--- src/logic/slot_ctrl_defines.vh ---
// Constants for the per-slot control and one-second error latch block
// Function
// - One control word per slot; page A offsets 0x10-0x1F slots 0-15, page B 16-31.
// - Bit 7 set sends slot from transmit message buffer, else backplane input.
// - Bit 6 inverts alternate bits of backplane transmit and received line slot.
// - Bit 5 loops received line slot to transmit line; still on backplane output.
// - Bit 4 loops transmit slot into receive slot; still sent on line.
// - Bit 3 puts test signal in transmit slot: milliwatt if select=1, else PRBS.
// - Several slots may carry the transmit test pattern at once.
// - Bit 2 with select=1 puts milliwatt on backplane output slot.
// - Bit 2 with select=0 connects PRBS checker that locks and compares bitwise.
// - 10-bit E-bit count; upper bits at 0x10, lower byte at 0x11.
// - 8-bit errored frame alignment count at 0x12.
// - 16-bit bipolar violation count; upper byte 0x13, lower 0x14.
// - 10-bit CRC-4 count at 0x15/0x16; 0x17-0x1F unused.
// - Running counts copied to latches once per second by internal timer.
`ifndef SLOT_CTRL_DEFINES_VH
`define SLOT_CTRL_DEFINES_VH
`define PG_SLOT_LOW       5'h07
`define PG_SLOT_HIGH      5'h08
`define PG_STATUS         5'h09
`define PG_CONFIG         5'h02
`define OFS_CONFIG        5'h13
`define OFS_SLOT_FIRST    5'h10
`define OFS_EBIT_UP       5'h10
`define OFS_EBIT_LO       5'h11
`define OFS_FAS           5'h12
`define OFS_BPV_UP        5'h13
`define OFS_BPV_LO        5'h14
`define OFS_CRC_UP        5'h15
`define OFS_CRC_LO        5'h16
`define BIT_TX_MSG        7
`define BIT_ADI           6
`define BIT_REMOTE_LB     5
`define BIT_LOCAL_LB      4
`define BIT_TX_TEST       3
`define BIT_RX_TEST       2
`define BIT_PAT_SEL       0
`define SLOT_CTRL_RESET   8'h00
`define PRBS_SEED         15'h7fff
`define ADI_MASK          8'h55
`define MILLIWATT_LEN     8
`define CLK_HZ            50000000
`define ONE_SEC_NS        1000000000
`define ONE_SEC_CYCLES    (`CLK_HZ / 1000000 * (`ONE_SEC_NS / 1000))
`define PRBS_LOCK_BITS    5'd15
`endif

--- src/logic/byte_fifo.v ---
// Parameterised synchronous FIFO with valid/ready on both sides
`timescale 1ns/1ps
module byte_fifo #(
	parameter WIDTH = 8,
	parameter DEPTH = 8,
	parameter AW    = 3
)(
	// Clock and reset
	input  wire             i_ref_clk,
	input  wire             i_rstn,
	// Fill side
	input  wire             i_in_valid,
	input  wire [WIDTH-1:0] i_in_data,
	output wire             o_in_ready,
	// Drain side
	output wire             o_out_valid,
	output wire [WIDTH-1:0] o_out_data,
	input  wire             i_out_ready
);
	reg [WIDTH-1:0] mem [0:DEPTH-1];
	reg [AW-1:0]    wr_r;
	reg [AW-1:0]    rd_r;
	reg [AW:0]      cnt_r;
	wire            push;
	wire            pop;
	assign o_in_ready  = (cnt_r != DEPTH);
	assign o_out_valid = (cnt_r != 0);
	assign o_out_data  = mem[rd_r];
	assign push = i_in_valid & o_in_ready;
	assign pop  = o_out_valid & i_out_ready;
	always @(posedge i_ref_clk)
	begin
		if (!i_rstn)
		begin
			wr_r  <= {AW{1'b0}};
			rd_r  <= {AW{1'b0}};
			cnt_r <= {(AW+1){1'b0}};
		end
		else
		begin
			if (push)
			begin
				mem[wr_r] <= i_in_data;
				wr_r      <= wr_r + 1'b1;
			end
			if (pop)
				rd_r <= rd_r + 1'b1;
			if (push & ~pop)
				cnt_r <= cnt_r + 1'b1;
			else if (pop & ~push)
				cnt_r <= cnt_r - 1'b1;
		end
	end
endmodule // byte_fifo

--- src/logic/e1_slot_control.v ---
// Per-slot channel control and one-second error latches of an E1 framer
`timescale 1ns/1ps
`include "slot_ctrl_defines.vh"
module e1_slot_control #(
	parameter ONE_SEC_CYCLES = `ONE_SEC_CYCLES
)(
	// Clock and reset
	input  wire       i_ref_clk,
	input  wire       i_rstn,
	// Microprocessor port (page register selects the page)
	input  wire [4:0] i_page,
	input  wire [4:0] i_addr,
	input  wire       i_cs,
	input  wire       i_wr,
	input  wire [7:0] i_wdata,
	output reg  [7:0] o_rdata,
	// Slot timing: one byte per slot, strobe marks a slot period
	input  wire       i_slot_strobe,
	input  wire [4:0] i_slot_num,
	// Backplane input stream byte and message buffer byte for this slot
	input  wire [7:0] i_backplane_data_input,
	input  wire [7:0] i_msg_buffer_data,
	// Received line byte for this slot
	input  wire [7:0] i_rx_line_data,
	// Transmit line side, buffered
	output wire       o_tx_valid,
	output wire [7:0] o_tx_data,
	output wire [4:0] o_tx_slot,
	input  wire       i_tx_ready,
	output wire       o_tx_stall,
	// Backplane output stream
	output reg  [7:0] o_backplane_data_output,
	output reg        o_backplane_valid,
	// PRBS checker state
	output reg        o_prbs_locked,
	output reg        o_prbs_error,
	// Error events from the framer, one-cycle pulses
	input  wire       i_ebit_err,
	input  wire       i_fas_err,
	input  wire       i_bpv_err,
	input  wire       i_crc_err,
	output reg        o_one_sec_tick
);
	reg  [7:0]  slot_ctrl_r [0:31];
	reg         test_pattern_select_r;
	reg  [31:0] sec_cnt_r;
	reg  [9:0]  ebit_run_r;
	reg  [7:0]  fas_run_r;
	reg  [15:0] bpv_run_r;
	reg  [9:0]  crc_run_r;
	reg  [9:0]  ebit_lat_r;
	reg  [7:0]  fas_lat_r;
	reg  [15:0] bpv_lat_r;
	reg  [9:0]  crc_lat_r;
	reg  [14:0] prbs_gen_r;
	reg  [14:0] prbs_chk_r;
	reg  [4:0]  lock_cnt_r;
	reg  [2:0]  mw_idx_r;
	reg  [7:0]  tx_byte;
	reg  [7:0]  rx_byte;
	reg  [7:0]  ctl;
	reg  [7:0]  tx_src;
	reg  [7:0]  rx_in;
	reg  [7:0]  chk_exp;
	reg  [14:0] chk_nxt;
	reg  [7:0]  chk_diff;
	reg  [14:0] prbs_gen_nxt;
	reg  [7:0]  prbs_byte;
	wire        tx_ready;
	wire        wr_en;
	wire        slot_wr;
	wire [4:0]  wr_slot;
	reg  [22:0] gen_full;
	reg  [22:0] chk_full;
	integer     i;

	// Eight bits of the PRBS shift out MSB first; x^15+x^14+1
	function [22:0] prbs8;
		input [14:0] s;
		reg   [14:0] t;
		reg   [7:0]  o;
		integer      k;
		begin
			t = s;
			o = 8'h00;
			for (k = 7; k >= 0; k = k - 1)
			begin
				o[k] = t[14] ^ t[13];
				t    = {t[13:0], o[k]};
			end
			prbs8 = {t, o};
		end
	endfunction

	// A-law digital milliwatt, one 8-byte cycle
	function [7:0] milliwatt;
		input [2:0] idx;
		begin
			case (idx)
				3'h0: milliwatt = 8'h34;
				3'h1: milliwatt = 8'h21;
				3'h2: milliwatt = 8'h21;
				3'h3: milliwatt = 8'h34;
				3'h4: milliwatt = 8'hb4;
				3'h5: milliwatt = 8'ha1;
				3'h6: milliwatt = 8'ha1;
				default: milliwatt = 8'hb4;
			endcase
		end
	endfunction

	assign wr_en   = i_cs & i_wr;
	assign slot_wr = wr_en & i_addr[4] & ((i_page == `PG_SLOT_LOW) | (i_page == `PG_SLOT_HIGH));
	assign wr_slot = {i_page == `PG_SLOT_HIGH, i_addr[3:0]};
	assign o_tx_stall = ~tx_ready;

	// Register writes and reads
	always @(posedge i_ref_clk)
	begin
		if (!i_rstn)
		begin
			for (i = 0; i < 32; i = i + 1)
				slot_ctrl_r[i] <= `SLOT_CTRL_RESET;
			test_pattern_select_r <= 1'b0;
		end
		else
		begin
			if (slot_wr)
				slot_ctrl_r[wr_slot] <= {i_wdata[7:2], 2'b00};
			if (wr_en && i_page == `PG_CONFIG && i_addr == `OFS_CONFIG)
				test_pattern_select_r <= i_wdata[`BIT_PAT_SEL];
		end
	end

	always @*
	begin
		o_rdata = 8'h00;
		if (i_cs && !i_wr)
		begin
			if ((i_page == `PG_SLOT_LOW || i_page == `PG_SLOT_HIGH) && i_addr[4])
				o_rdata = slot_ctrl_r[wr_slot];
			else if (i_page == `PG_CONFIG && i_addr == `OFS_CONFIG)
				o_rdata = {7'h00, test_pattern_select_r};
			else if (i_page == `PG_STATUS)
			begin
				case (i_addr)
					`OFS_EBIT_UP: o_rdata = {6'h00, ebit_lat_r[9:8]};
					`OFS_EBIT_LO: o_rdata = ebit_lat_r[7:0];
					`OFS_FAS:     o_rdata = fas_lat_r;
					`OFS_BPV_UP:  o_rdata = bpv_lat_r[15:8];
					`OFS_BPV_LO:  o_rdata = bpv_lat_r[7:0];
					`OFS_CRC_UP:  o_rdata = {6'h00, crc_lat_r[9:8]};
					`OFS_CRC_LO:  o_rdata = crc_lat_r[7:0];
					default:      o_rdata = 8'h00;
				endcase
			end
		end
	end

	// One-second timer and error counters; running counts restart at each tick
	always @(posedge i_ref_clk)
	begin
		if (!i_rstn)
		begin
			sec_cnt_r      <= 32'h0;
			o_one_sec_tick <= 1'b0;
			ebit_run_r     <= 10'h000;
			fas_run_r      <= 8'h00;
			bpv_run_r      <= 16'h0000;
			crc_run_r      <= 10'h000;
			ebit_lat_r     <= 10'h000;
			fas_lat_r      <= 8'h00;
			bpv_lat_r      <= 16'h0000;
			crc_lat_r      <= 10'h000;
		end
		else
		begin
			o_one_sec_tick <= (sec_cnt_r == ONE_SEC_CYCLES - 1);
			if (sec_cnt_r == ONE_SEC_CYCLES - 1)
			begin
				sec_cnt_r  <= 32'h0;
				// Event in the tick cycle is counted into the latched value
				ebit_lat_r <= (i_ebit_err && ebit_run_r != 10'h3ff) ? ebit_run_r + 10'h001 : ebit_run_r;
				fas_lat_r  <= (i_fas_err && fas_run_r != 8'hff) ? fas_run_r + 8'h01 : fas_run_r;
				bpv_lat_r  <= (i_bpv_err && bpv_run_r != 16'hffff) ? bpv_run_r + 16'h0001 : bpv_run_r;
				crc_lat_r  <= (i_crc_err && crc_run_r != 10'h3ff) ? crc_run_r + 10'h001 : crc_run_r;
				ebit_run_r <= 10'h000;
				fas_run_r  <= 8'h00;
				bpv_run_r  <= 16'h0000;
				crc_run_r  <= 10'h000;
			end
			else
			begin
				sec_cnt_r <= sec_cnt_r + 32'h1;
				// Counters saturate rather than wrap so an overload reads as full scale
				if (i_ebit_err && ebit_run_r != 10'h3ff)
					ebit_run_r <= ebit_run_r + 10'h001;
				if (i_fas_err && fas_run_r != 8'hff)
					fas_run_r <= fas_run_r + 8'h01;
				if (i_bpv_err && bpv_run_r != 16'hffff)
					bpv_run_r <= bpv_run_r + 16'h0001;
				if (i_crc_err && crc_run_r != 10'h3ff)
					crc_run_r <= crc_run_r + 10'h001;
			end
		end
	end

	// Per-slot data path
	always @*
	begin
		ctl       = slot_ctrl_r[i_slot_num];
		gen_full     = prbs8(prbs_gen_r);
		prbs_gen_nxt = gen_full[22:8];
		prbs_byte    = gen_full[7:0];
		tx_src    = ctl[`BIT_TX_MSG] ? i_msg_buffer_data : i_backplane_data_input;
		rx_in     = i_rx_line_data;
		if (ctl[`BIT_ADI])
		begin
			// Message buffer bytes go out as stored; backplane transmit data and received line data have alternate bits inverted (ADI_MASK)
			tx_src = ctl[`BIT_TX_MSG] ? tx_src : tx_src ^ `ADI_MASK;
			rx_in  = rx_in ^ `ADI_MASK;
		end
		tx_byte = tx_src;
		if (ctl[`BIT_REMOTE_LB])
			tx_byte = rx_in;
		if (ctl[`BIT_TX_TEST])
			tx_byte = test_pattern_select_r ? milliwatt(mw_idx_r) : prbs_byte;
		rx_byte = rx_in;
		if (ctl[`BIT_LOCAL_LB])
			rx_byte = tx_byte;
		if (ctl[`BIT_RX_TEST] && test_pattern_select_r)
			rx_byte = milliwatt(mw_idx_r);
		chk_full = prbs8(prbs_chk_r);
		chk_nxt  = chk_full[22:8];
		chk_exp  = chk_full[7:0];
		chk_diff = chk_exp ^ rx_in;
	end

	// Stream outputs, test generators and PRBS checker
	always @(posedge i_ref_clk)
	begin
		if (!i_rstn)
		begin
			o_backplane_data_output <= 8'h00;
			o_backplane_valid       <= 1'b0;
			prbs_gen_r    <= `PRBS_SEED;
			prbs_chk_r    <= `PRBS_SEED;
			lock_cnt_r    <= 5'h00;
			o_prbs_locked <= 1'b0;
			o_prbs_error  <= 1'b0;
			mw_idx_r      <= 3'h0;
		end
		else
		begin
			o_backplane_valid <= i_slot_strobe;
			o_prbs_error      <= 1'b0;
			if (i_slot_strobe)
			begin
				o_backplane_data_output <= rx_byte;
				if (ctl[`BIT_TX_TEST] && tx_ready)
				begin
					// One generator shared by all test slots keeps one continuous sequence
					if (test_pattern_select_r)
						mw_idx_r <= mw_idx_r + 3'h1;
					else
						prbs_gen_r <= prbs_gen_nxt;
				end
				if (ctl[`BIT_RX_TEST] && test_pattern_select_r && !ctl[`BIT_TX_TEST])
					mw_idx_r <= mw_idx_r + 3'h1;
				if (ctl[`BIT_RX_TEST] && !test_pattern_select_r)
				begin
					if (!o_prbs_locked)
					begin
						// Self-seed from incoming bits until a run matches
						prbs_chk_r <= {prbs_chk_r[6:0], rx_in};
						if (chk_diff == 8'h00)
						begin
							lock_cnt_r <= lock_cnt_r + 5'h08;
							if (lock_cnt_r >= `PRBS_LOCK_BITS)
								o_prbs_locked <= 1'b1;
						end
						else
							lock_cnt_r <= 5'h00;
					end
					else
					begin
						prbs_chk_r   <= chk_nxt;
						o_prbs_error <= (chk_diff != 8'h00);
					end
				end
			end
		end
	end

	byte_fifo #(
		.WIDTH (13),
		.DEPTH (8),
		.AW    (3)
	) u_tx_fifo (
		.i_ref_clk   (i_ref_clk),
		.i_rstn      (i_rstn),
		.i_in_valid  (i_slot_strobe),
		.i_in_data   ({i_slot_num, tx_byte}),
		.o_in_ready  (tx_ready),
		.o_out_valid (o_tx_valid),
		.o_out_data  ({o_tx_slot, o_tx_data}),
		.i_out_ready (i_tx_ready)
	);
endmodule // e1_slot_control

--- config.mk ---
export PLATFORM = sky130hd
export DESIGN_NAME = e1_slot_control
export DESIGN_NICKNAME = d
export VERILOG_FILES = /design/src/logic/byte_fifo.v /design/src/logic/e1_slot_control.v
export VERILOG_INCLUDE_DIRS = /design/src /design/src/logic
export SDC_FILE = /design/constraint.sdc
export NUM_CORES = 1
export LEC_CHECK = 0
export BUFFER_PORTS_ARGS = -buffer_cell sky130_fd_sc_hd__buf_2
export CORE_MARGIN = 5
export CORE_UTILIZATION = 45
export DETAILED_ROUTE_END_ITERATION = 6
export SLEW_MARGIN = 20
export SYNTH_ARGS = -nofsm -noshare
export SYNTH_HDL_FRONTEND = slang
export SYNTH_SLANG_ARGS = --single-unit
--- constraint.sdc ---
create_clock -name i_ref_clk -period 3.93 [get_ports i_ref_clk]
set_clock_uncertainty 0.15 [all_clocks]
set_input_delay 0.393 -clock i_ref_clk [delete_from_list [all_inputs] [get_ports i_ref_clk]]
set_output_delay 0.393 -clock i_ref_clk [all_outputs]
set_load 0.03 [all_outputs]
# Word-level counts from Yosys, hierarchy flattened
# Memories as Yosys holds them, arrays and structs flattened. A register that Yosys moved wholly into a read port is not among the register bits.
# Cells that the tools add are included.
dict set report word_totals {
  ramBits 296
  elab_cells 166
  inputBits 57
  output_inout_bits 35
  n_memories 2
  ff_bits 181
}
dict set report op_classes {
  addsub 11
  mux 41
  reduce_logical 34
  eq_ne 22
  n_lt_le_gt_ge 1
  bitwise 33
}
# memory depth word_bits rd rd_ports_with_merged_regs wr line_no
set memory_table {}
lappend memory_table {slot_ctrl_r 32 6 2 0 32 e1_slot_control.v:44} ;# reg [7:0] slot_ctrl_r [0:31];
lappend memory_table {u_tx_fifo.mem 8 13 1 1 1 byte_fifo.v:20} ;# reg [WIDTH-1:0] mem [0:DEPTH-1];
# operator count
set ops {}
lappend ops {{$mux W8} 12}
lappend ops {{$pmux W8 S7} 1}
lappend ops {{$eq A5 B5 Y1 const B} 7}
lappend ops {{$add A32 B1 Y32 const B} 1}
lappend ops {{$eq A32 B26 Y1 const B} 1}
lappend ops {{$pmux W8 S3} 1}
lappend ops {{$mux W7} 3}
lappend ops {{$add A10 B1 Y10 const B} 2}
lappend ops {{$mux W10} 2}
lappend ops {{$ne A10 B10 Y1 const B} 2}
lappend ops {{$add A16 B1 Y16 const B} 1}
lappend ops {{$mux W16} 1}
lappend ops {{$ne A16 B16 Y1 const B} 1}
lappend ops {{$xor A1 B1 Y1} 16}
lappend ops {{$mux W3} 5}
lappend ops {{$logic_and A1 B1 Y1} 13}
lappend ops {{$mux W1} 11}
lappend ops {{$eq A5 B4 Y1 const B} 2}
lappend ops {{$mux W5} 2}
lappend ops {{$add A3 B1 Y3 const B} 3}
lappend ops {{$reduce_and A3 Y1} 3}
lappend ops {{$add A8 B1 Y8 const B} 1}
lappend ops {{$logic_not A8 Y1} 1}
lappend ops {{$mux W4} 2}
lappend ops {{other kinds (27)} 48}

# Logic depth before layout (Yosys ltp)
# An unclocked memory read counts as a cell.
dict set report logic_depth {
  ltp_word 9
  depth_mapped 13
}

# Modules after synthesis
# From an unflattened synthesis, not the netlist that was laid out.
dict set report unflattened {
  cells_unflattened 1888
  area_unflattened_um2 23291.1
}
# module area_each_um2 seq_area_each_um2 n_inst cells_per_inst
set modules_own_cells {}
lappend modules_own_cells {e1_slot_control 18610.3 9128.8 1 1664}
lappend modules_own_cells {byte_fifo 4680.7 3383.2 1 224}

# Least setup slack after synthesis
# Ideal clock, no wire load.
dict set report synth_path {
  path_type {in2out}
  startpoint {input port i_addr[0]}
  endpoint {output port o_rdata[1]}
  required_time_ns 3.387
  path_stages 7
  path_slack_ns 0.220
  arrival_ns 3.167
  cell_sequence {clkbuf_1 -> clkbuf_1 -> clkbuf_1 -> nand2_1 -> nand2_1 -> a2111oi_1 -> nor4b_1}
}
dict set report synth_between {
  elab_chain_cells 6
}
# item line_no
set synth_rtl {}
lappend synth_rtl {{start, declared} e1_slot_control.v:12} ;# input wire [4:0] i_addr,
lappend synth_rtl {{$eq A5 B5 Y1} e1_slot_control.v:146} ;# case (i_addr)
lappend synth_rtl {{$pmux W8 S7} e1_slot_control.v:146}
lappend synth_rtl {{$mux W8} e1_slot_control.v:144} ;# else if (i_page == `PG_STATUS)
lappend synth_rtl {{$mux W8 *} e1_slot_control.v:142} ;# else if (i_page == `PG_CONFIG && i_addr == `OFS_CONFIG)
lappend synth_rtl {{$mux W8 *} e1_slot_control.v:140} ;# if ((i_page == `PG_SLOT_LOW || i_page == `PG_SLOT_HIGH) && i_addr[4])
lappend synth_rtl {{$mux W8 *} e1_slot_control.v:138} ;# if (i_cs && !i_wr)
lappend synth_rtl {{end, declared} e1_slot_control.v:16} ;# output reg [7:0] o_rdata,
# Mark *: on every way between the ends. The rest lies on a longest branch, timed or not.

# Worst setup path after layout
dict set report layout_path {
  startpoint {input port i_addr[2]}
  endpoint {output port o_rdata[1]}
}
# The elaborated chain is that of the path after synthesis.

==> results.sh <==
export IMPL_fillers=4334
export IMPL_place_congestion=0.863
export IMPL_core_um2=50300
export IMPL_synth_seq_cells=477
export IMPL_startpoint="i_addr[2]"
export IMPL_powerDensity_nw_per_um2=489
export IMPL_cts_max_level=2
export IMPL_cts_root_buf="clkbuf_16"
export IMPL_portBuffers=90
export IMPL_p_seq_share_pct=45.1
export IMPL_synthCells=1914
export IMPL_start_util_pct=45.7
export IMPL_synth_cell_types=66
export IMPL_clock_fmax_ghz=0.284
export IMPL_clockPowerShare_pct=39.4
export IMPL_finalMaxSlewViolations=0
export IMPL_r2r_start="slot_ctrl_r[6][5]$_SDFFCE_PN0P_"
export IMPL_critPathLaunchType="input pin"
export IMPL_wl_per_cell_um=21.6
export IMPL_ctsHoldBuffers=4
export IMPL_post_cts_buffers=0
export IMPL_critPathKind="in2out"
export IMPL_routed_via_count=15680
export IMPL_wl_met1_um=25600
export IMPL_syn_to_final_growth_pct=15.2
export IMPL_p_int_mw=9.50
export IMPL_worst_pin_slew_ns=0.931
export IMPL_seq_area_um2=12500
export IMPL_maxCapViolCount=0
export IMPL_synth_cell_area_um2=23000
export IMPL_grt_max_degree=90
export IMPL_synth_nets=1988
export IMPL_switching_share_pct=26.6
export IMPL_clockBufferDepth=3
export IMPL_drive_gt1_share_pct=19.9
export IMPL_ios=92
export IMPL_cp_required_ns=3.39
export IMPL_cts_tree="yes"
export IMPL_synth_most_common_cell="edfxtp_1"
export IMPL_drt_iter0_drc=1497
export IMPL_grt_pass1_vias=15497
export IMPL_clk_pin_slew_worst_paths_ns=0.06
export IMPL_synth_commonest_cells="edfxtp_1 (296), nor2_1 (220), and2_1 (197)"
export IMPL_final_core_util_pct=52.6
export IMPL_cts_made_buffers=52
export IMPL_post_synth_top_area_cell="edfxtp_1"
export IMPL_final_hold_viol_count=0
export IMPL_synth_top_flop_cell="edfxtp_1"
export IMPL_cts_num_sinks=477
export IMPL_drt_total_wl_um=59600
export IMPL_p_leak_nw=9.44
export IMPL_cts_resized=0
export IMPL_yosys_area_top_type_share_pct=38.7
export IMPL_pre_cts_ws_ns=0.137
export IMPL_power_switching_mw=3.44
export IMPL_clk_latency_ns=0.61
export IMPL_routed_wl_met3_um=3970
export IMPL_grt_ovfl_total=0
export IMPL_grt_pass1_wl_um=91000
export IMPL_maxSlewHeadroom_pct=37.9
export IMPL_rrSetupSlack_ns=0.81
export IMPL_n_antenna_cell=0
export IMPL_fp_dieH_um=236
export IMPL_vdd_drop_max_mv=0.344
export IMPL_fp_row_count=82
export IMPL_power_mw=12.9
export IMPL_min_from="i_msg_buffer_data[0]"
export IMPL_drt_vias_per_instance=5.68
export IMPL_grt_util_all_layers_pct=20.9
export IMPL_drtAntennaViolNets=0
export IMPL_synth_async_reset_ratio_pct=0
export IMPL_arrival_ns=2.98
export IMPL_finalCritPeriodShare_pct=89.6
export IMPL_synth_avg_cell_area_um2=12.0
export IMPL_multiInputGateArea_um2=9900
export IMPL_period_needed_ns=3.52
export IMPL_top_layer="met5"
export IMPL_rsz0062_at_grt="no"
export IMPL_finalSetupViolations=0
export IMPL_yosysWarnings=0
export IMPL_fin_setup_tns_ns=0
export IMPL_antenna_found_initial=1
export IMPL_combPwrFrac_pct=15.5
export IMPL_hpwl_um=41800
export IMPL_min_path_type="in2reg"
export IMPL_status="finished, final reports clean"
export IMPL_seq_area_frac_synth_pct=54.5
export IMPL_die_w_um=236
export IMPL_synth_enable_flop_cells=296
export IMPL_crit_path_max_fanout=17
export IMPL_yosys_top_cells_area="edfxtp_1 (39%), dfxtp_1 (16%), mux4_2 (11%)"
export IMPL_firstDrtPassIters=5
export IMPL_cp_end_kind="output port"
export IMPL_met2WireLength_um=28500
export IMPL_die_area_um2=55600
export IMPL_drc=0
export IMPL_worst_slack_ns=0.410
export IMPL_nets=2119
layout make-up:
type / count / share of cell area (%)
inverters: 23 / 0.326
repair buffers: 193 / 4.97
clock buffers: 64 / 5.32
well taps: 672 / 3.18
flip-flops and latches: 477 / 47.3
clock inverters: 33 / 1.50
multi-input cells: 1298 / 37.4
power by group through the flow:
stage | clock (mW) | combinational [mW] | sequential [mW]
final | 5.11 | 2.00 | 5.83
after floorplan | 0 | 1.44 | 5.83
after global placement | 0 | 1.97 | 5.93
after detailed placement | 0 | 2.01 | 5.94
after global routing | 5.41 | 2.16 | 5.87
after CTS | 5.20 | 2.02 | 5.84
final timing paths:
kind / to / cells past startpoint
setup / recovery: o_rdata[1] / 9
hold / removal: o_backplane_data_output[0]$_SDFFE_PN0P_ / 5
setup reg to reg: u_tx_fifo.mem[4][2]$_DFFE_PP_ / 8
hold reg to reg: sec_cnt_r[0]$_SDFF_PP0_ / 1
stage by stage:
step	cell area [um^2]	cells	hold WS (ns)
after floorplan	23000	1914	0.263
after global placement	24600	2659	0.271
after detailed placement	24600	2659	0.282
after CTS	26500	2760	0.0237
after global routing	26500	2760	0.0558
final	26500	2760	0.0482
layer usage:
metal / track usage [%] / up-vias
met3: 3.69 / 97
met4: 5.86 / 2
met2: 34.6 / 512
li1: - / 7306
met1: 28.5 / 7763
met5: 0 / -
critical path, cell delays in order:
cell,delay (ns)
buf_2,0.38
nor2b_1,0.42
and2_1,0.28
nand2_1,0.07
a2111oi_1,0.42
buf_4,0.23
nor4b_1,0.39
buf_4,0.20
buf_2,0.19
state kept, by name, indices dropped and copies added, names as in the netlist, 2 cells and up, named ones only:
register,count
slot_ctrl_r,192
u_tx_fifo.mem,104
sec_cnt_r,32
bpv_lat_r,16
bpv_run_r,16
prbs8.s,15
prbs_gen_r,15
crc_lat_r,10
crc_run_r,10
ebit_lat_r,10
ebit_run_r,10
fas_lat_r,8
fas_run_r,8
o_backplane_data_output,8
u_tx_fifo.cnt_r,4
mw_idx_r,3
u_tx_fifo.rd_r,3
u_tx_fifo.wr_r,3
lock_cnt_r,2
cells by family (layout without fill, tap and decap cells):
family          after synthesis  after routing  share of synthesized area, %
compound gates              235            235                          6.85
xor+xnor                    100            100                          3.81
fa+ha+maj                    17             17                         0.959
buf+inv                     139            313                          2.48
flops                       477            477                          54.5
mux                         206            206                          15.5
simple gates                740            740                          15.9
cells in the final DEF, fill, tap and decap left out, types with 24 or more instances in the layout:
cell,count
edfxtp_1,296
nor2_1,220
and2_1,197
dfxtp_1,180
nand2_1,150
mux4_2,114
buf_4,95
buf_2,88
mux2i_1,73
o21ai_0,63
clkbuf_16,53
xnor2_1,51
nand3_1,50
a211oi_1,49
xor2_1,49
a22oi_1,31
nor3_1,24
Note: power is estimated with default switching activity, not from simulation.
